File: config.mk
export PLATFORM = sky130hd
export DESIGN_NAME = sslp_sequencer
export DESIGN_NICKNAME = d
export VERILOG_FILES = /design/src/sslp_pkg.sv /design/src/sslp_slew.sv /design/src/sslp_sequencer.sv
export SDC_FILE = /design/constraint.sdc
export NUM_CORES = 1
export LEC_CHECK = 0
export ABC_AREA = 1
export BUFFER_PORTS_ARGS = -buffer_cell sky130_fd_sc_hd__buf_2
export CAP_MARGIN = 30
export CORE_MARGIN = 3
export CORE_UTILIZATION = 61
export CTS_CLUSTER_DIAMETER = 30
export CTS_CLUSTER_SIZE = 14
export DETAILED_ROUTE_END_ITERATION = 10
export PLACE_DENSITY = 0.84
export SKIP_CTS_REPAIR_TIMING = 1
export SLEW_MARGIN = 5
export SYNTH_ARGS = -nofsm -noshare
export SYNTH_HDL_FRONTEND = slang
export SYNTH_SLANG_ARGS = --single-unit
File: constraint.sdc
create_clock -name clk_in -period 6.9 [get_ports clk_in]
set_clock_uncertainty 0.1 [all_clocks]
set_input_delay 1.38 -clock clk_in [delete_from_list [all_inputs] [get_ports clk_in]]
set_output_delay 1.38 -clock clk_in [all_outputs]
set_load 0.005 [all_outputs]
File: src/sslp_pkg.sv
// Shared constants, rail map and carrier types of the sleep-state rail sequencer.
// Notes on behaviour
// - Request low powers down selected rails.
// - Request high powers sleep-disabled rails up.
// - First buck follows setting; others may reduce.
// - Second/fifth buck follow variant and setting.
// - Variant A: first turn-off within 100 us.
// - Variant A: off gap 0.5 to 3.0 ms.
// - Variant A: first turn-on within 100 us.
// - Variant A: on gap at most 1 ms.
// - Variant A: all rails good within 4.1 ms.
// - Variant B: ramp-down starts within 100 us.
// - Variant B: off gap 0.1 to 3.0 ms.
// - Variant B: third buck slews down 2.5-10 mV/us.
// - Variant B: ramp-up starts within 100 us.
// - Variant B: on gap at most 1 ms.
// - Variant B: second buck slews up 2.5-10 mV/us.
// - Variant B: third buck slews up 2.5-10 mV/us.
// - Early wake waits for power-down to finish.
package sslp_pkg;

  // ----------------------------------------------------------------
  // Rail map
  // ----------------------------------------------------------------
  localparam int RAIL_COUNT = 12;
  localparam int RAIL_IDX_W = 4;
  localparam int BUCK1 = 0;
  localparam int BUCK2 = 1;
  localparam int BUCK3 = 2;
  localparam int BUCK5 = 4;
  localparam int LDO4 = 9;
  localparam logic [RAIL_COUNT-1:0] ALWAYS_ON_MASK = 12'h200;
  // Default sleep-off sets: variant A turns the second buck off, variant B the fifth.
  localparam logic [RAIL_COUNT-1:0] DEFAULT_OFF_A = 12'h043;
  localparam logic [RAIL_COUNT-1:0] DEFAULT_OFF_B = 12'h051;
  localparam logic [RAIL_COUNT-1:0] RAIL_EN_RESET = 12'hfff;

  // ----------------------------------------------------------------
  // Timing
  // ----------------------------------------------------------------
  localparam int CLK_PERIOD_NS = 10;
  localparam int ENTRY_LAT_MAX_US = 100;
  localparam int EXIT_LAT_MAX_US = 100;
  localparam int A_OFF_GAP_MIN_US = 500;
  localparam int B_OFF_GAP_MIN_US = 100;
  localparam int OFF_GAP_MAX_US = 3000;
  localparam int ON_GAP_MAX_US = 1000;
  localparam int A_EXIT_TOTAL_MAX_US = 4100;
  localparam int GAP_W = 19;
  localparam int A_OFF_GAP_MIN_CYC = (A_OFF_GAP_MIN_US * 1000 + CLK_PERIOD_NS - 1) / CLK_PERIOD_NS;
  localparam int B_OFF_GAP_MIN_CYC = (B_OFF_GAP_MIN_US * 1000 + CLK_PERIOD_NS - 1) / CLK_PERIOD_NS;
  localparam int OFF_GAP_MAX_CYC = OFF_GAP_MAX_US * 1000 / CLK_PERIOD_NS;
  localparam int ON_GAP_MAX_CYC = ON_GAP_MAX_US * 1000 / CLK_PERIOD_NS;
  // Keeps a full reverse walk of every rail inside the total exit budget.
  localparam int A_ON_GAP_MAX_CYC = A_EXIT_TOTAL_MAX_US * 1000 / CLK_PERIOD_NS / RAIL_COUNT;
  localparam int ENTRY_LAT_MAX_CYC = ENTRY_LAT_MAX_US * 1000 / CLK_PERIOD_NS;
  localparam int EXIT_LAT_MAX_CYC = EXIT_LAT_MAX_US * 1000 / CLK_PERIOD_NS;

  // ----------------------------------------------------------------
  // Voltage slewing
  // ----------------------------------------------------------------
  localparam int VCODE_W = 8;
  localparam int VSTEP_MV = 10;
  localparam int SLEW_MIN_MV_PER_US_X10 = 25;
  localparam int SLEW_MAX_MV_PER_US_X10 = 100;
  localparam int SLEW_STEP_MIN_NS = VSTEP_MV * 10000 / SLEW_MAX_MV_PER_US_X10;
  localparam int SLEW_STEP_MAX_NS = VSTEP_MV * 10000 / SLEW_MIN_MV_PER_US_X10;
  localparam int SLEW_STEP_NS = (SLEW_STEP_MIN_NS + SLEW_STEP_MAX_NS) / 2;
  localparam int SLEW_STEP_CYC = SLEW_STEP_NS / CLK_PERIOD_NS;
  localparam logic [VCODE_W-1:0] VCODE_RESET = 8'h00;

  // ----------------------------------------------------------------
  // Carriers
  // ----------------------------------------------------------------
  typedef struct packed {
    logic use_default;
    logic [RAIL_COUNT-1:0] off_mask;
    logic [RAIL_COUNT-1:0] reduce_mask;
  } sslp_cfg_t;

  typedef struct packed {
    logic [VCODE_W-1:0] boot_target_voltage;
    logic [VCODE_W-1:0] sleep_target_voltage;
  } sslp_vtarget_t;

  typedef enum logic [2:0] {
    ST_AWAKE   = 3'b000,
    ST_DN_STEP = 3'b001,
    ST_DN_GAP  = 3'b011,
    ST_ASLEEP  = 3'b010,
    ST_UP_STEP = 3'b110,
    ST_UP_GAP  = 3'b111
  } sslp_state_t;

endpackage

File: src/sslp_slew.sv
// Voltage code ramp that moves one step per fixed interval toward a target.
module sslp_slew
  import sslp_pkg::*;
#(
  parameter int STEP_CYC = SLEW_STEP_CYC
) (
  input wire logic clk_in,
  input wire logic rst_b_in,
  input wire logic [VCODE_W-1:0] target_in,
  output logic [VCODE_W-1:0] code_out,
  output logic at_target_out
);

  logic [15:0] tick_ff;
  logic [VCODE_W-1:0] code_ff;

  // ----------------------------------------------------------------
  // Step timer
  // ----------------------------------------------------------------
  always_ff @(posedge clk_in or negedge rst_b_in) begin
    if (!rst_b_in) begin
      tick_ff <= 16'h0000;
    end else if (code_ff == target_in || tick_ff == 16'(STEP_CYC - 1)) begin
      tick_ff <= 16'h0000;
    end else begin
      tick_ff <= tick_ff + 16'h0001;
    end
  end

  // ----------------------------------------------------------------
  // Code ramp
  // ----------------------------------------------------------------
  // One code per interval bounds the slew between the two rate limits.
  always_ff @(posedge clk_in or negedge rst_b_in) begin
    if (!rst_b_in) begin
      code_ff <= VCODE_RESET;
    end else if (tick_ff == 16'(STEP_CYC - 1) && code_ff != target_in) begin
      code_ff <= (code_ff < target_in) ? code_ff + 8'h01 : code_ff - 8'h01;
    end
  end

  always_ff @(posedge clk_in or negedge rst_b_in) begin
    if (!rst_b_in) begin
      at_target_out <= 1'b0;
    end else begin
      at_target_out <= (code_ff == target_in);
    end
  end

  assign code_out = code_ff;

endmodule // sslp_slew

File: src/sslp_sequencer.sv
// Top of the sleep-state rail sequencer: request sync, ordered rail switching and slew control.
module sslp_sequencer
  import sslp_pkg::*;
#(
  parameter logic [GAP_W-1:0] A_OFF_MIN_CYC = GAP_W'(A_OFF_GAP_MIN_CYC),
  parameter logic [GAP_W-1:0] B_OFF_MIN_CYC = GAP_W'(B_OFF_GAP_MIN_CYC),
  parameter logic [GAP_W-1:0] OFF_MAX_CYC = GAP_W'(OFF_GAP_MAX_CYC),
  parameter logic [GAP_W-1:0] ON_MAX_CYC = GAP_W'(ON_GAP_MAX_CYC),
  parameter logic [GAP_W-1:0] A_ON_MAX_CYC = GAP_W'(A_ON_GAP_MAX_CYC)
) (
  input wire logic clk_in,
  input wire logic rst_b_in,
  input wire logic sleep_request_n_in,
  input wire logic variant_b_in,
  input wire sslp_cfg_t cfg_in,
  input wire logic [GAP_W-1:0] off_gap_cyc_in,
  input wire logic [GAP_W-1:0] on_gap_cyc_in,
  input wire sslp_vtarget_t buck2_vt_in,
  input wire sslp_vtarget_t buck3_vt_in,
  output logic [RAIL_COUNT-1:0] rail_en_out,
  output logic [RAIL_COUNT-1:0] rail_reduced_out,
  output logic [VCODE_W-1:0] buck2_vcode_out,
  output logic [VCODE_W-1:0] buck3_vcode_out,
  output logic asleep_out,
  output logic busy_out
);

  // ----------------------------------------------------------------
  // Helpers
  // ----------------------------------------------------------------
  function automatic logic [GAP_W-1:0] clamp_gap(input logic [GAP_W-1:0] v,
                                                 input logic [GAP_W-1:0] lo,
                                                 input logic [GAP_W-1:0] hi);
    logic [GAP_W-1:0] r;
    r = v;
    if (v < lo) begin
      r = lo;
    end else if (v > hi) begin
      r = hi;
    end
    return r;
  endfunction

  // ----------------------------------------------------------------
  // Reset release and input synchronisers
  // ----------------------------------------------------------------
  logic [1:0] rst_sync_ff;
  logic rst_b;
  logic req_meta_ff;
  logic req_n_ff;
  logic var_meta_ff;
  logic var_sync_ff;
  logic [1:0] strap_wait_ff;
  logic variant_b_ff;

  always_ff @(posedge clk_in or negedge rst_b_in) begin
    if (!rst_b_in) begin
      rst_sync_ff <= 2'b00;
    end else begin
      rst_sync_ff <= {rst_sync_ff[0], 1'b1};
    end
  end

  assign rst_b = rst_sync_ff[1];

  // The pin idles high, so reset shows an awake request.
  always_ff @(posedge clk_in or negedge rst_b) begin
    if (!rst_b) begin
      req_meta_ff <= 1'b1;
      req_n_ff <= 1'b1;
    end else begin
      req_meta_ff <= sleep_request_n_in;
      req_n_ff <= req_meta_ff;
    end
  end

  always_ff @(posedge clk_in or negedge rst_b) begin
    if (!rst_b) begin
      var_meta_ff <= 1'b0;
      var_sync_ff <= 1'b0;
    end else begin
      var_meta_ff <= variant_b_in;
      var_sync_ff <= var_meta_ff;
    end
  end

  // The variant is a board strap: caught once so it cannot change mid-sequence.
  // The capture waits two edges after release, so that the synchroniser holds
  // the pin's level and not its own reset value.
  always_ff @(posedge clk_in or negedge rst_b) begin
    if (!rst_b) begin
      strap_wait_ff <= 2'h0;
      variant_b_ff <= 1'b0;
    end else if (strap_wait_ff != 2'h3) begin
      strap_wait_ff <= strap_wait_ff + 2'h1;
      if (strap_wait_ff == 2'h2) begin
        variant_b_ff <= var_sync_ff;
      end
    end
  end

  // ----------------------------------------------------------------
  // Sleep selection
  // ----------------------------------------------------------------
  logic [RAIL_COUNT-1:0] off_sel;
  logic [RAIL_COUNT-1:0] reduce_sel;
  logic [GAP_W-1:0] off_gap;
  logic [GAP_W-1:0] on_gap;

  // The off set is read live at each step; only the reduce set is registered, when the synchronised request is first seen low.
  always_comb begin
    if (cfg_in.use_default) begin
      off_sel = variant_b_ff ? DEFAULT_OFF_B : DEFAULT_OFF_A;
    end else begin
      off_sel = cfg_in.off_mask;
    end
    off_sel = off_sel & ~ALWAYS_ON_MASK;
    reduce_sel = cfg_in.reduce_mask & ~off_sel;
  end

  always_comb begin
    if (variant_b_ff) begin
      off_gap = clamp_gap(off_gap_cyc_in, B_OFF_MIN_CYC, OFF_MAX_CYC);
      on_gap = clamp_gap(on_gap_cyc_in, GAP_W'(1), ON_MAX_CYC);
    end else begin
      off_gap = clamp_gap(off_gap_cyc_in, A_OFF_MIN_CYC, OFF_MAX_CYC);
      on_gap = clamp_gap(on_gap_cyc_in, GAP_W'(1), A_ON_MAX_CYC);
    end
  end

  // ----------------------------------------------------------------
  // Sequence state
  // ----------------------------------------------------------------
  sslp_state_t state_ff;
  sslp_state_t nxt_state;
  logic [RAIL_IDX_W-1:0] ptr_ff;
  logic [RAIL_IDX_W-1:0] up_idx;
  logic [RAIL_COUNT-1:0] slept_ff;
  logic [GAP_W-1:0] gap_ff;
  logic step_dn;
  logic step_up;

  assign up_idx = RAIL_IDX_W'(RAIL_COUNT - 1) - ptr_ff;
  assign step_dn = (state_ff == ST_DN_STEP) && (ptr_ff != RAIL_IDX_W'(RAIL_COUNT)) && off_sel[ptr_ff];
  assign step_up = (state_ff == ST_UP_STEP) && (ptr_ff != RAIL_IDX_W'(RAIL_COUNT)) && slept_ff[up_idx];

  always_comb begin
    nxt_state = state_ff;
    case (state_ff)
      ST_AWAKE: begin
        if (!req_n_ff) begin
          nxt_state = ST_DN_STEP;
        end
      end
      ST_DN_STEP: begin
        if (ptr_ff == RAIL_IDX_W'(RAIL_COUNT)) begin
          nxt_state = ST_ASLEEP;
        end else if (step_dn) begin
          nxt_state = ST_DN_GAP;
        end
      end
      ST_DN_GAP: begin
        if (gap_ff == GAP_W'(0)) begin
          nxt_state = ST_DN_STEP;
        end
      end
      ST_ASLEEP: begin
        // A request that rose early is only seen here, after the last rail is down.
        if (req_n_ff) begin
          nxt_state = ST_UP_STEP;
        end
      end
      ST_UP_STEP: begin
        if (ptr_ff == RAIL_IDX_W'(RAIL_COUNT)) begin
          nxt_state = ST_AWAKE;
        end else if (step_up) begin
          nxt_state = ST_UP_GAP;
        end
      end
      ST_UP_GAP: begin
        if (gap_ff == GAP_W'(0)) begin
          nxt_state = ST_UP_STEP;
        end
      end
      default: begin
        nxt_state = ST_AWAKE;
      end
    endcase
  end

  always_ff @(posedge clk_in or negedge rst_b) begin
    if (!rst_b) begin
      state_ff <= ST_AWAKE;
    end else begin
      state_ff <= nxt_state;
    end
  end

  // Rails that are not selected are skipped in one cycle each, so the first
  // switched rail follows the request by a few cycles only.
  always_ff @(posedge clk_in or negedge rst_b) begin
    if (!rst_b) begin
      ptr_ff <= '0;
    end else if (state_ff == ST_AWAKE || state_ff == ST_ASLEEP) begin
      ptr_ff <= '0;
    end else if ((state_ff == ST_DN_STEP || state_ff == ST_UP_STEP) && ptr_ff != RAIL_IDX_W'(RAIL_COUNT)) begin
      ptr_ff <= ptr_ff + RAIL_IDX_W'(1);
    end
  end

  always_ff @(posedge clk_in or negedge rst_b) begin
    if (!rst_b) begin
      gap_ff <= '0;
    end else if (step_dn) begin
      gap_ff <= off_gap - GAP_W'(1);
    end else if (step_up) begin
      gap_ff <= on_gap - GAP_W'(1);
    end else if (gap_ff != GAP_W'(0)) begin
      gap_ff <= gap_ff - GAP_W'(1);
    end
  end

  // ----------------------------------------------------------------
  // Rail enables and voltage selection
  // ----------------------------------------------------------------
  always_ff @(posedge clk_in or negedge rst_b) begin
    if (!rst_b) begin
      rail_en_out <= RAIL_EN_RESET;
      slept_ff <= '0;
    end else if (step_dn) begin
      rail_en_out[ptr_ff] <= 1'b0;
      slept_ff[ptr_ff] <= 1'b1;
    end else if (step_up) begin
      rail_en_out[up_idx] <= 1'b1;
      slept_ff[up_idx] <= 1'b0;
    end
  end

  always_ff @(posedge clk_in or negedge rst_b) begin
    if (!rst_b) begin
      rail_reduced_out <= '0;
    end else if (state_ff == ST_AWAKE && !req_n_ff) begin
      rail_reduced_out <= reduce_sel;
    end else if (state_ff == ST_ASLEEP && req_n_ff) begin
      rail_reduced_out <= '0;
    end
  end

  always_ff @(posedge clk_in or negedge rst_b) begin
    if (!rst_b) begin
      asleep_out <= 1'b0;
      busy_out <= 1'b0;
    end else begin
      asleep_out <= (nxt_state == ST_ASLEEP);
      busy_out <= (nxt_state != ST_AWAKE) && (nxt_state != ST_ASLEEP);
    end
  end

  // ----------------------------------------------------------------
  // Slewed rails
  // ----------------------------------------------------------------
  logic [VCODE_W-1:0] buck2_target;
  logic [VCODE_W-1:0] buck3_target;

  assign buck2_target = rail_reduced_out[BUCK2] ? buck2_vt_in.sleep_target_voltage : buck2_vt_in.boot_target_voltage;
  assign buck3_target = rail_reduced_out[BUCK3] ? buck3_vt_in.sleep_target_voltage : buck3_vt_in.boot_target_voltage;

  sslp_slew #(.STEP_CYC(SLEW_STEP_CYC)) u_buck2_slew (
    .clk_in(clk_in),
    .rst_b_in(rst_b),
    .target_in(buck2_target),
    .code_out(buck2_vcode_out),
    .at_target_out()
  );

  sslp_slew #(.STEP_CYC(SLEW_STEP_CYC)) u_buck3_slew (
    .clk_in(clk_in),
    .rst_b_in(rst_b),
    .target_in(buck3_target),
    .code_out(buck3_vcode_out),
    .at_target_out()
  );

endmodule // sslp_sequencer

==> results of run 1 <==
-- per-layer routing --
metal  part of all wire (%)  wire length, um  vias to the layer above  track usage (%)
met3                    7.6             1630                       38             6.50
li1                       -                -                     4045                -
met2                     49            10500                      304             51.1
met1                     42             8930                     3752             37.2
met4                    1.6              335                        2             8.96
met5                  0.033                7                        -                0
-- stage by stage --
step                std cells  cell area, um2  total power [uW]
finish                   1484            9660              2360
floorplan                1153            8220              1320
global placement         1450            9070              1460
CTS                      1483            9660              2360
detailed placement       1451            9090              1480
global route             1484            9660              2490
-- cell type report --
cell class | count | area, um2 | area share, %
Sequential cell | 121 | 3050 | 31.6
Inverter | 162 | 608 | 6.29
Antenna cell | 1 | 2.50 | 0.0259
Tap cell | 172 | 215 | 2.23
Clock buffer | 21 | 450 | 4.66
Multi-Input combinational cell | 853 | 4480 | 46.3
Timing Repair Buffer | 143 | 738 | 7.64
Clock inverter | 11 | 123 | 1.27
-- final timing paths --
check / startpoint / end / slack (ns) / depth (start not counted)
min: rst_sync_ff[1] / rail_reduced_out[9] / 0.20 / 0
min reg2reg: rst_sync_ff[1] / rail_reduced_out[9] / 0.20 / 0
max in group asynchronous: rst_sync_ff[1] / rail_en_out[9] / 5.25 / 2
max: buck3_vt_in[1] / u_buck3_slew.code_out[7] / 2.62 / 22
min in group clk_in: rst_sync_ff[0] / rst_sync_ff[1] / 0.25 / 0
max reg2reg: ptr_ff[0] / gap_ff[12] / 2.76 / 19
-- flip-flops by register name, indices dropped and copies added, names as in the netlist, 2 cells and up --
name	cells
gap_ff	19
ptr_ff	4
rail_en_out	12
rail_reduced_out	12
rst_sync_ff	2
slept_ff	12
state_ff	3
strap_wait_ff	2
u_buck2_slew.code_out	8
u_buck2_slew.tick_ff	16
u_buck3_slew.code_out	8
u_buck3_slew.tick_ff	16
-- kinds of logic (layout without fill, tap and decap cells) --
family / Yosys count / after routing / share of synthesized area, %
and+or+nand+nor: 636 / 636 / 34.2
DFF: 121 / 121 / 37.0
other: 1 / 2 / 0.0456
AOI/OAI and AO/OA: 140 / 140 / 9.59
buffers and inverters: 179 / 337 / 8.52
adders and majority gates: 46 / 46 / 7.18
xor gates and xnor gates: 16 / 16 / 1.70
muxes: 14 / 14 / 1.70
-- cells in the mapped netlist, types with 2 or more instances --
| cell type | n | share of area (%) |
|---|---|---|
| nor2_2 | 7 | 0.53 |
| ha_1 | 44 | 6.7 |
| clkinv_1 | 3 | 0.14 |
| dfstp_2 | 14 | 4.5 |
| o31ai_1 | 2 | 0.18 |
| o211ai_1 | 2 | 0.18 |
| nor3b_1 | 14 | 1.3 |
| buf_2 | 2 | 0.12 |
| nor2_4 | 4 | 0.55 |
| a32o_1 | 5 | 0.61 |
| nor2_1 | 165 | 7.5 |
| o22ai_1 | 2 | 0.15 |
| nand3_1 | 90 | 5.5 |
| o22a_1 | 3 | 0.32 |
| a211oi_1 | 4 | 0.37 |
| dfrtp_1 | 107 | 33 |
| nand3b_1 | 3 | 0.27 |
| buf_6 | 3 | 0.41 |
| fa_1 | 2 | 0.49 |
| or2_2 | 4 | 0.30 |
| a31oi_1 | 5 | 0.38 |
| xnor2_1 | 9 | 0.96 |
| inv_2 | 8 | 0.37 |
| clkbuf_1 | 11 | 0.50 |
| nand3_2 | 9 | 1.1 |
| nand2_1 | 279 | 13 |
| o21a_1 | 5 | 0.46 |
| nand4_1 | 18 | 1.4 |
| o21ai_1 | 2 | 0.12 |
| o21ai_0 | 49 | 3.0 |
| inv_1 | 151 | 6.9 |
| mux2i_1 | 14 | 1.7 |
| nor4_1 | 8 | 0.61 |
| nand2_2 | 4 | 0.30 |
| a21oi_1 | 58 | 3.5 |
| xor2_1 | 7 | 0.75 |
| nor3_1 | 27 | 1.6 |
-- worst max-delay path, stage by stage --
cell,delay (ns)
buf_2,0.10
mux2i_1,0.13
ha_1,0.26
inv_1,0.06
nor2_1,0.03
o21ai_0,0.14
nand2_1,0.07
nand2_1,0.06
o2111ai_1,0.35
ha_1,0.50
nand2_1,0.09
nor2_1,0.04
a211oi_1,0.29
nor2_1,0.07
nor2_1,0.10
nor2_1,0.06
o21ai_0,0.21
nand2_1,0.08
a21oi_1,0.17
a21boi_0,0.10
o21ai_0,0.10
xnor2_1,0.14
-- where the power goes --
part	internal (uW)	switching, uW
combinational	225	373
sequential	801	88.2
clock	540	331
total	1570	793
==> run_results.csv, run 1 <==
group,metric,value,unit
sta,worst_pin_slew,0.740,ns
finish,area_growth,17.5,%
synthesis,synthesis.nets,1298,
setup_path,cp.arrival,4.53,ns
setup_path,end_kind,"register",
synthesis,yosysWarnings,0,
cts,htreeDepth,4,
routing,drc_errors,0,
die,boundaryPins,141,
cts,cts_inserted_buffers,17,
sta,rsz0062_at_grt,"false",
setup_path,crit_type,"input pin to register",
status,status,"complete, no violations",
sta,report.final.slew_viol_count,0,
synthesis,synthArstFlopShare,100,%
grt,grt_util_all_layers,29.6,%
die,start_util,63.9,%
finish,finalNetCount,1443,
place,gp_congestion,0.970,
finish,nFillCells,1032,
finish,drive_above_1_share,17.2,%
cts,clk_transition_reported_paths,0.06,ns
die,die_h,122,um
finish,final_core_util,75.0,%
setup_path,cp_max_fo,8,
sta,fin_crit_sh,62.0,%
sta,tns,0,ns
routing,vias,8141,
grt,grt_max_degree,50,
die,dieWidth,122,um
cts,clk_latency,0.43,ns
pwr,powerDensity,244,nW/um2
hold_path,worstHoldPathType,"register to asynchronous set/reset pin",
grt,overflow,0,
routing,drt_wl_total,21400,um
sta,setup_viol,0,
sta,relSlewSlack,50.4,%
die,num_rows,41,
routing,drtAntennaViolNets,0,
die,die_area,14900,um2
place,pre_cts_ws,2.22,ns
sta,hold_slack,0.197,ns
place,post-dp-hpwl,16000,um
cts,root_buffer,"clkbuf_16",
finish,final_cell_mix,"nand2_1 (279), nor2_1 (165), inv_1 (151), buf_2 (139), dfrtp_1 (106)",
routing,routedWlPerCell,14.4,um
cts,clockBufferDepth,2,
pwr,p_leak,0.00509,uW
synthesis,synth_area,8220,um2
synthesis,syn_area_per_cell,7.13,um2
synthesis,yosys_register_bits,121,
cts,clock_sinks,121,
synthesis,seq_area_frac_synth,37.0,%
sta,max_freq,0.234,GHz
routing,vias_per_cell,5.49,
routing,first_iter_violations,561,
setup_path,start_kind,"input pin",
place,io_buffer_count,139,
synthesis,ys.flop_type,"dfrtp_1",
sta,hold_viol,0,
sta,min_period,4.28,ns
pwr,vdd_drop_max,178,uV
synthesis,syn_inst,1153,
synthesis,synth_edf_count,0,
routing,dr.pass1.iters,7,
grt,grt_pass1_wl,35300,um
sta,worst_slack,2.62,ns
grt,grt_pass1_vias,7781,
setup_path,crit_required,7.15,ns
job,maxCapViolCount,0,
cts,cts_tree,"yes",
finish,layout_commonest_cell,"nand2_1",
grt,antenna_found_initial,2,
die,core_area,12900,um2
synthesis,synth.distinct_cells,46,
(Power assumes the default switching activity.)
==> run 2, diff against run 1 <==
ABC_AREA = 0   (was 1)
CORE_UTILIZATION = 57   (was 61)
PLACE_DENSITY = 0.8   (was 0.84)
clock period = 4.5 ns   (was 6.9 ns; I/O delays follow)
==> run 2 against run 1 <==
Flip-flop and latch count did not move. Cell count down 22%. First-iteration DRC count rose by 9.3%. Wire length fell by 9.2%. Combinational power grew to 2.7 times the previous value. Critical path depth decreased by 7. Critical endpoint is now gap_ff[18].
==> run_results.csv, run 2 <==
group,metric,value,unit
setup_path,critical_path_cell_count,15,
synthesis,yosysWarnings,0,
sta,hold_viol,0,
setup_path,cp.arrival,4.55,ns
job,maxCapViolCount,0,
synthesis,synth.distinct_cells,72,
setup_path,critical-path-slowest-cell,"dfrtp_1",
grt,antenna_found_initial,0,
setup_path,cpLargestDelayFamily,"compound AO/OA/AOI/OAI gates",
cts,clk_latency,0.41,ns
setup_path,crit_type,"register to register",
routing,drtAntennaViolNets,0,
finish,nFillCells,935,
finish,max_flop_register,"gap_ff",
pwr,power,4780,uW
sta,worst_slack,0.206,ns
cts,cts_tree,"yes",
synthesis,synthesis.nets,933,
setup_path,crit_required,4.75,ns
cts,root_buffer,"clkbuf_16",
status,status,"complete, no violations",
cts,htreeDepth,4,
finish,num_antenna_cells,0,
setup_path,rr_worst_depth,15,
synthesis,synth.most_common_cell,"dfrtp_1",
sta,min_period,4.29,ns
synthesis,synth_common_cells,"dfrtp_1 (107), nor2_1 (88), nand2_1 (47), a21oi_1 (44), ha_1 (44)",
grt,grt_pass1_vias,6615,
synthesis,synthTopCellsByArea,"dfrtp_1 (36%), ha_1 (7.4%), dfstp_2 (4.9%), nor2_1 (4.4%), xnor2_1 (3.6%)",
cts,cts_inserted_buffers,17,
setup_path,start_kind,"register",
finish,top_regs,"gap_ff (19), u_buck2_slew.tick_ff (16), u_buck3_slew.tick_ff (16)",
setup_path,end_kind,"register",
synthesis,syn_area_per_cell,9.49,um2
synthesis,synth_top_area_share,35.8,%
finish,multiInputGateArea,4230,um2
sta,setup_viol,0,
finish,layout_commonest_cell,"buf_2",
sta,relSlewSlack,38.8,%
sta,fin_crit_sh,95.4,%
finish,area_growth,25.3,%
grt,grt_max_degree,62,
cts,clock_sinks,121,
routing,dr.pass1.iters,5,
synthesis,seq_area_frac_synth,40.7,%
cts,clk_transition_reported_paths,0.06,ns
synthesis,yosys_register_bits,121,
cts,clockBufferDepth,2,
routing,vias_per_cell,5.96,
place,io_buffer_count,139,
setup_path,rr_endpoint,"gap_ff[18]",
die,core_area,12700,um2
setup_path,cp-endpoint,"gap_ff[18]",
sta,worst_pin_slew,0.917,ns
synthesis,synth_edf_count,0,
setup_path,regToRegStartpoint,"ptr_ff[0]",
sta,report.final.slew_viol_count,0,
finish,final_cell_mix,"buf_2 (139), dfrtp_1 (106), nor2_1 (88), buf_4 (55), nand2_1 (47)",
pwr,powerDensity,510,nW/um2
place,pre_cts_ws,-0.113,ns
pwr,vdd_drop_max,389,uV
hold_path,worstHoldPathType,"input pin to asynchronous set/reset pin",
routing,drt_wl_total,19500,um
setup_path,reg2reg_slack,0.21,ns
finish,drive_above_1_share,27.4,%
finish,seq_area,3050,um2
setup_path,crit_buf_inv,3,
die,die_h,121,um
place,post-dp-hpwl,14300,um
die,die_area,14500,um2
grt,grt_pass1_wl,31900,um
die,start_util,58.8,%
sta,tns,0,ns
pwr,p_leak,0.00443,uW
setup_path,crit_start,"ptr_ff[0]",
synthesis,yosysTopAreaCell,"dfrtp_1",
sta,max_freq,0.233,GHz
setup_path,max_stage_delay,0.50,ns
die,dieWidth,121,um
routing,drc_errors,0,
routing,first_iter_violations,613,
synthesis,synth_area,7480,um2
place,gp_congestion,0.956,
finish,largest_register_ffs,19,
setup_path,crit_chain,"buf_4 -> nor2b_1 -> a221oi_1 -> a32oi_1 -> buf_4 -> a21oi_2 -> o21ai_0 -> o221ai_2 -> ha_1 -> inv_1 -> a2111oi_2 -> nand4_1 -> or3_1 -> or4_1 -> nand2_1",
routing,routedWlPerCell,16.9,um
setup_path,cp_max_fo,10,
die,num_rows,41,
grt,grt_util_all_layers,27.1,%
die,boundaryPins,141,
synthesis,synthArstFlopShare,100,%
grt,overflow,0,
finish,finalNetCount,1113,
synthesis,ys.flop_type,"dfrtp_1",
routing,vias,6867,
synthesis,syn_inst,788,
setup_path,crit_top_cell,"buf_4",
==> run 2: cell types whose count changed after synthesis, sizes merged, moves of 13 or more <==
cell	previous run	this run
o21ai	51	31
a31oi	5	19
inv	159	24
xnor2	9	31
nand2b	0	15
nand3	100	34
xor2	7	24
nand2	284	47
nor3	27	14
nor2	176	88
a21oi	58	44
==> run 2: through the flow <==
step	hold WS [ns]	utilization (%)	cells	instance area (um2)
3_3_place_gp	0.235	68.1	1119	8670
3_5_place_dp	0.240	68.2	1121	8680
2_1_floorplan	0.231	-	788	7490
5_1_grt	0.148	73.7	1153	9370
4_1_cts	0.143	73.6	1153	9360
6_report	0.158	73.7	1153	9370
==> run 2: worst min path at each step <==
stage | startpoint | to | cells after the start
after floorplan | rst_sync_ff[0] | rst_sync_ff[1] | 0
after global placement | var_meta_ff | var_sync_ff | 0
after detailed placement | rst_sync_ff[0] | rst_sync_ff[1] | 0
after CTS | rst_b_in | rst_sync_ff[1] | 1
after global routing | rst_b_in | rst_sync_ff[1] | 1
final | rst_b_in | rst_sync_ff[1] | 1
==> run 2: cell families (layout without fill, tap and decap cells) <==
kind of cell,after synthesis,count (layout),share of synthesized area (%)
and+or+nand+nor,296,296,20.3
AOI/OAI and AO/OA,179,179,16.7
DFF,121,121,40.7
buffers and inverters,57,250,3.11
xor gates and xnor gates,55,55,6.44
adders and majority gates,46,46,7.89
muxes,33,33,4.82
other,1,1,0.0501
==> run 2: worst register-to-register path, stage by stage (launching register included) <==
cell and delay, ns:
dfrtp_1 0.50, buf_4 0.24, nor2b_1 0.14, a221oi_1 0.28
a32oi_1 0.14, buf_4 0.18, a21oi_2 0.42, o21ai_0 0.27
o221ai_2 0.18, ha_1 0.22, inv_1 0.05, a2111oi_2 0.35
nand4_1 0.30, or3_1 0.39, or4_1 0.40, nand2_1 0.08
==> run 2: report_power, final <==
group / total [uW] / switching (uW) / internal [uW]
clock network: 1540 / 478 / 1060
logic: 1620 / 847 / 774
registers: 1620 / 258 / 1360
==> run 2: area by class of cell <==
| cell class | instances | share of cell area (%) |
|---|---|---|
| sequential | 121 | 32.5 |
| multi-input combinational | 610 | 45.2 |
| timing repair buffer | 194 | 11.8 |
| tap | 172 | 2.30 |
| clock buffer | 20 | 4.87 |
| clock inverter | 12 | 2.35 |
| inverter | 24 | 0.961 |
==> run 2: routing by layer <==
| layer | vias up | routed length, um | global-route usage (%) |
|---|---|---|---|
| li1 | 3257 | - | - |
| met1 | 3345 | 8330 | 36.2 |
| met2 | 230 | 9640 | 44.3 |
| met3 | 35 | 1090 | 4.54 |
| met4 | 0 | 413 | 10.6 |
| met5 | - | 0 | 0 |
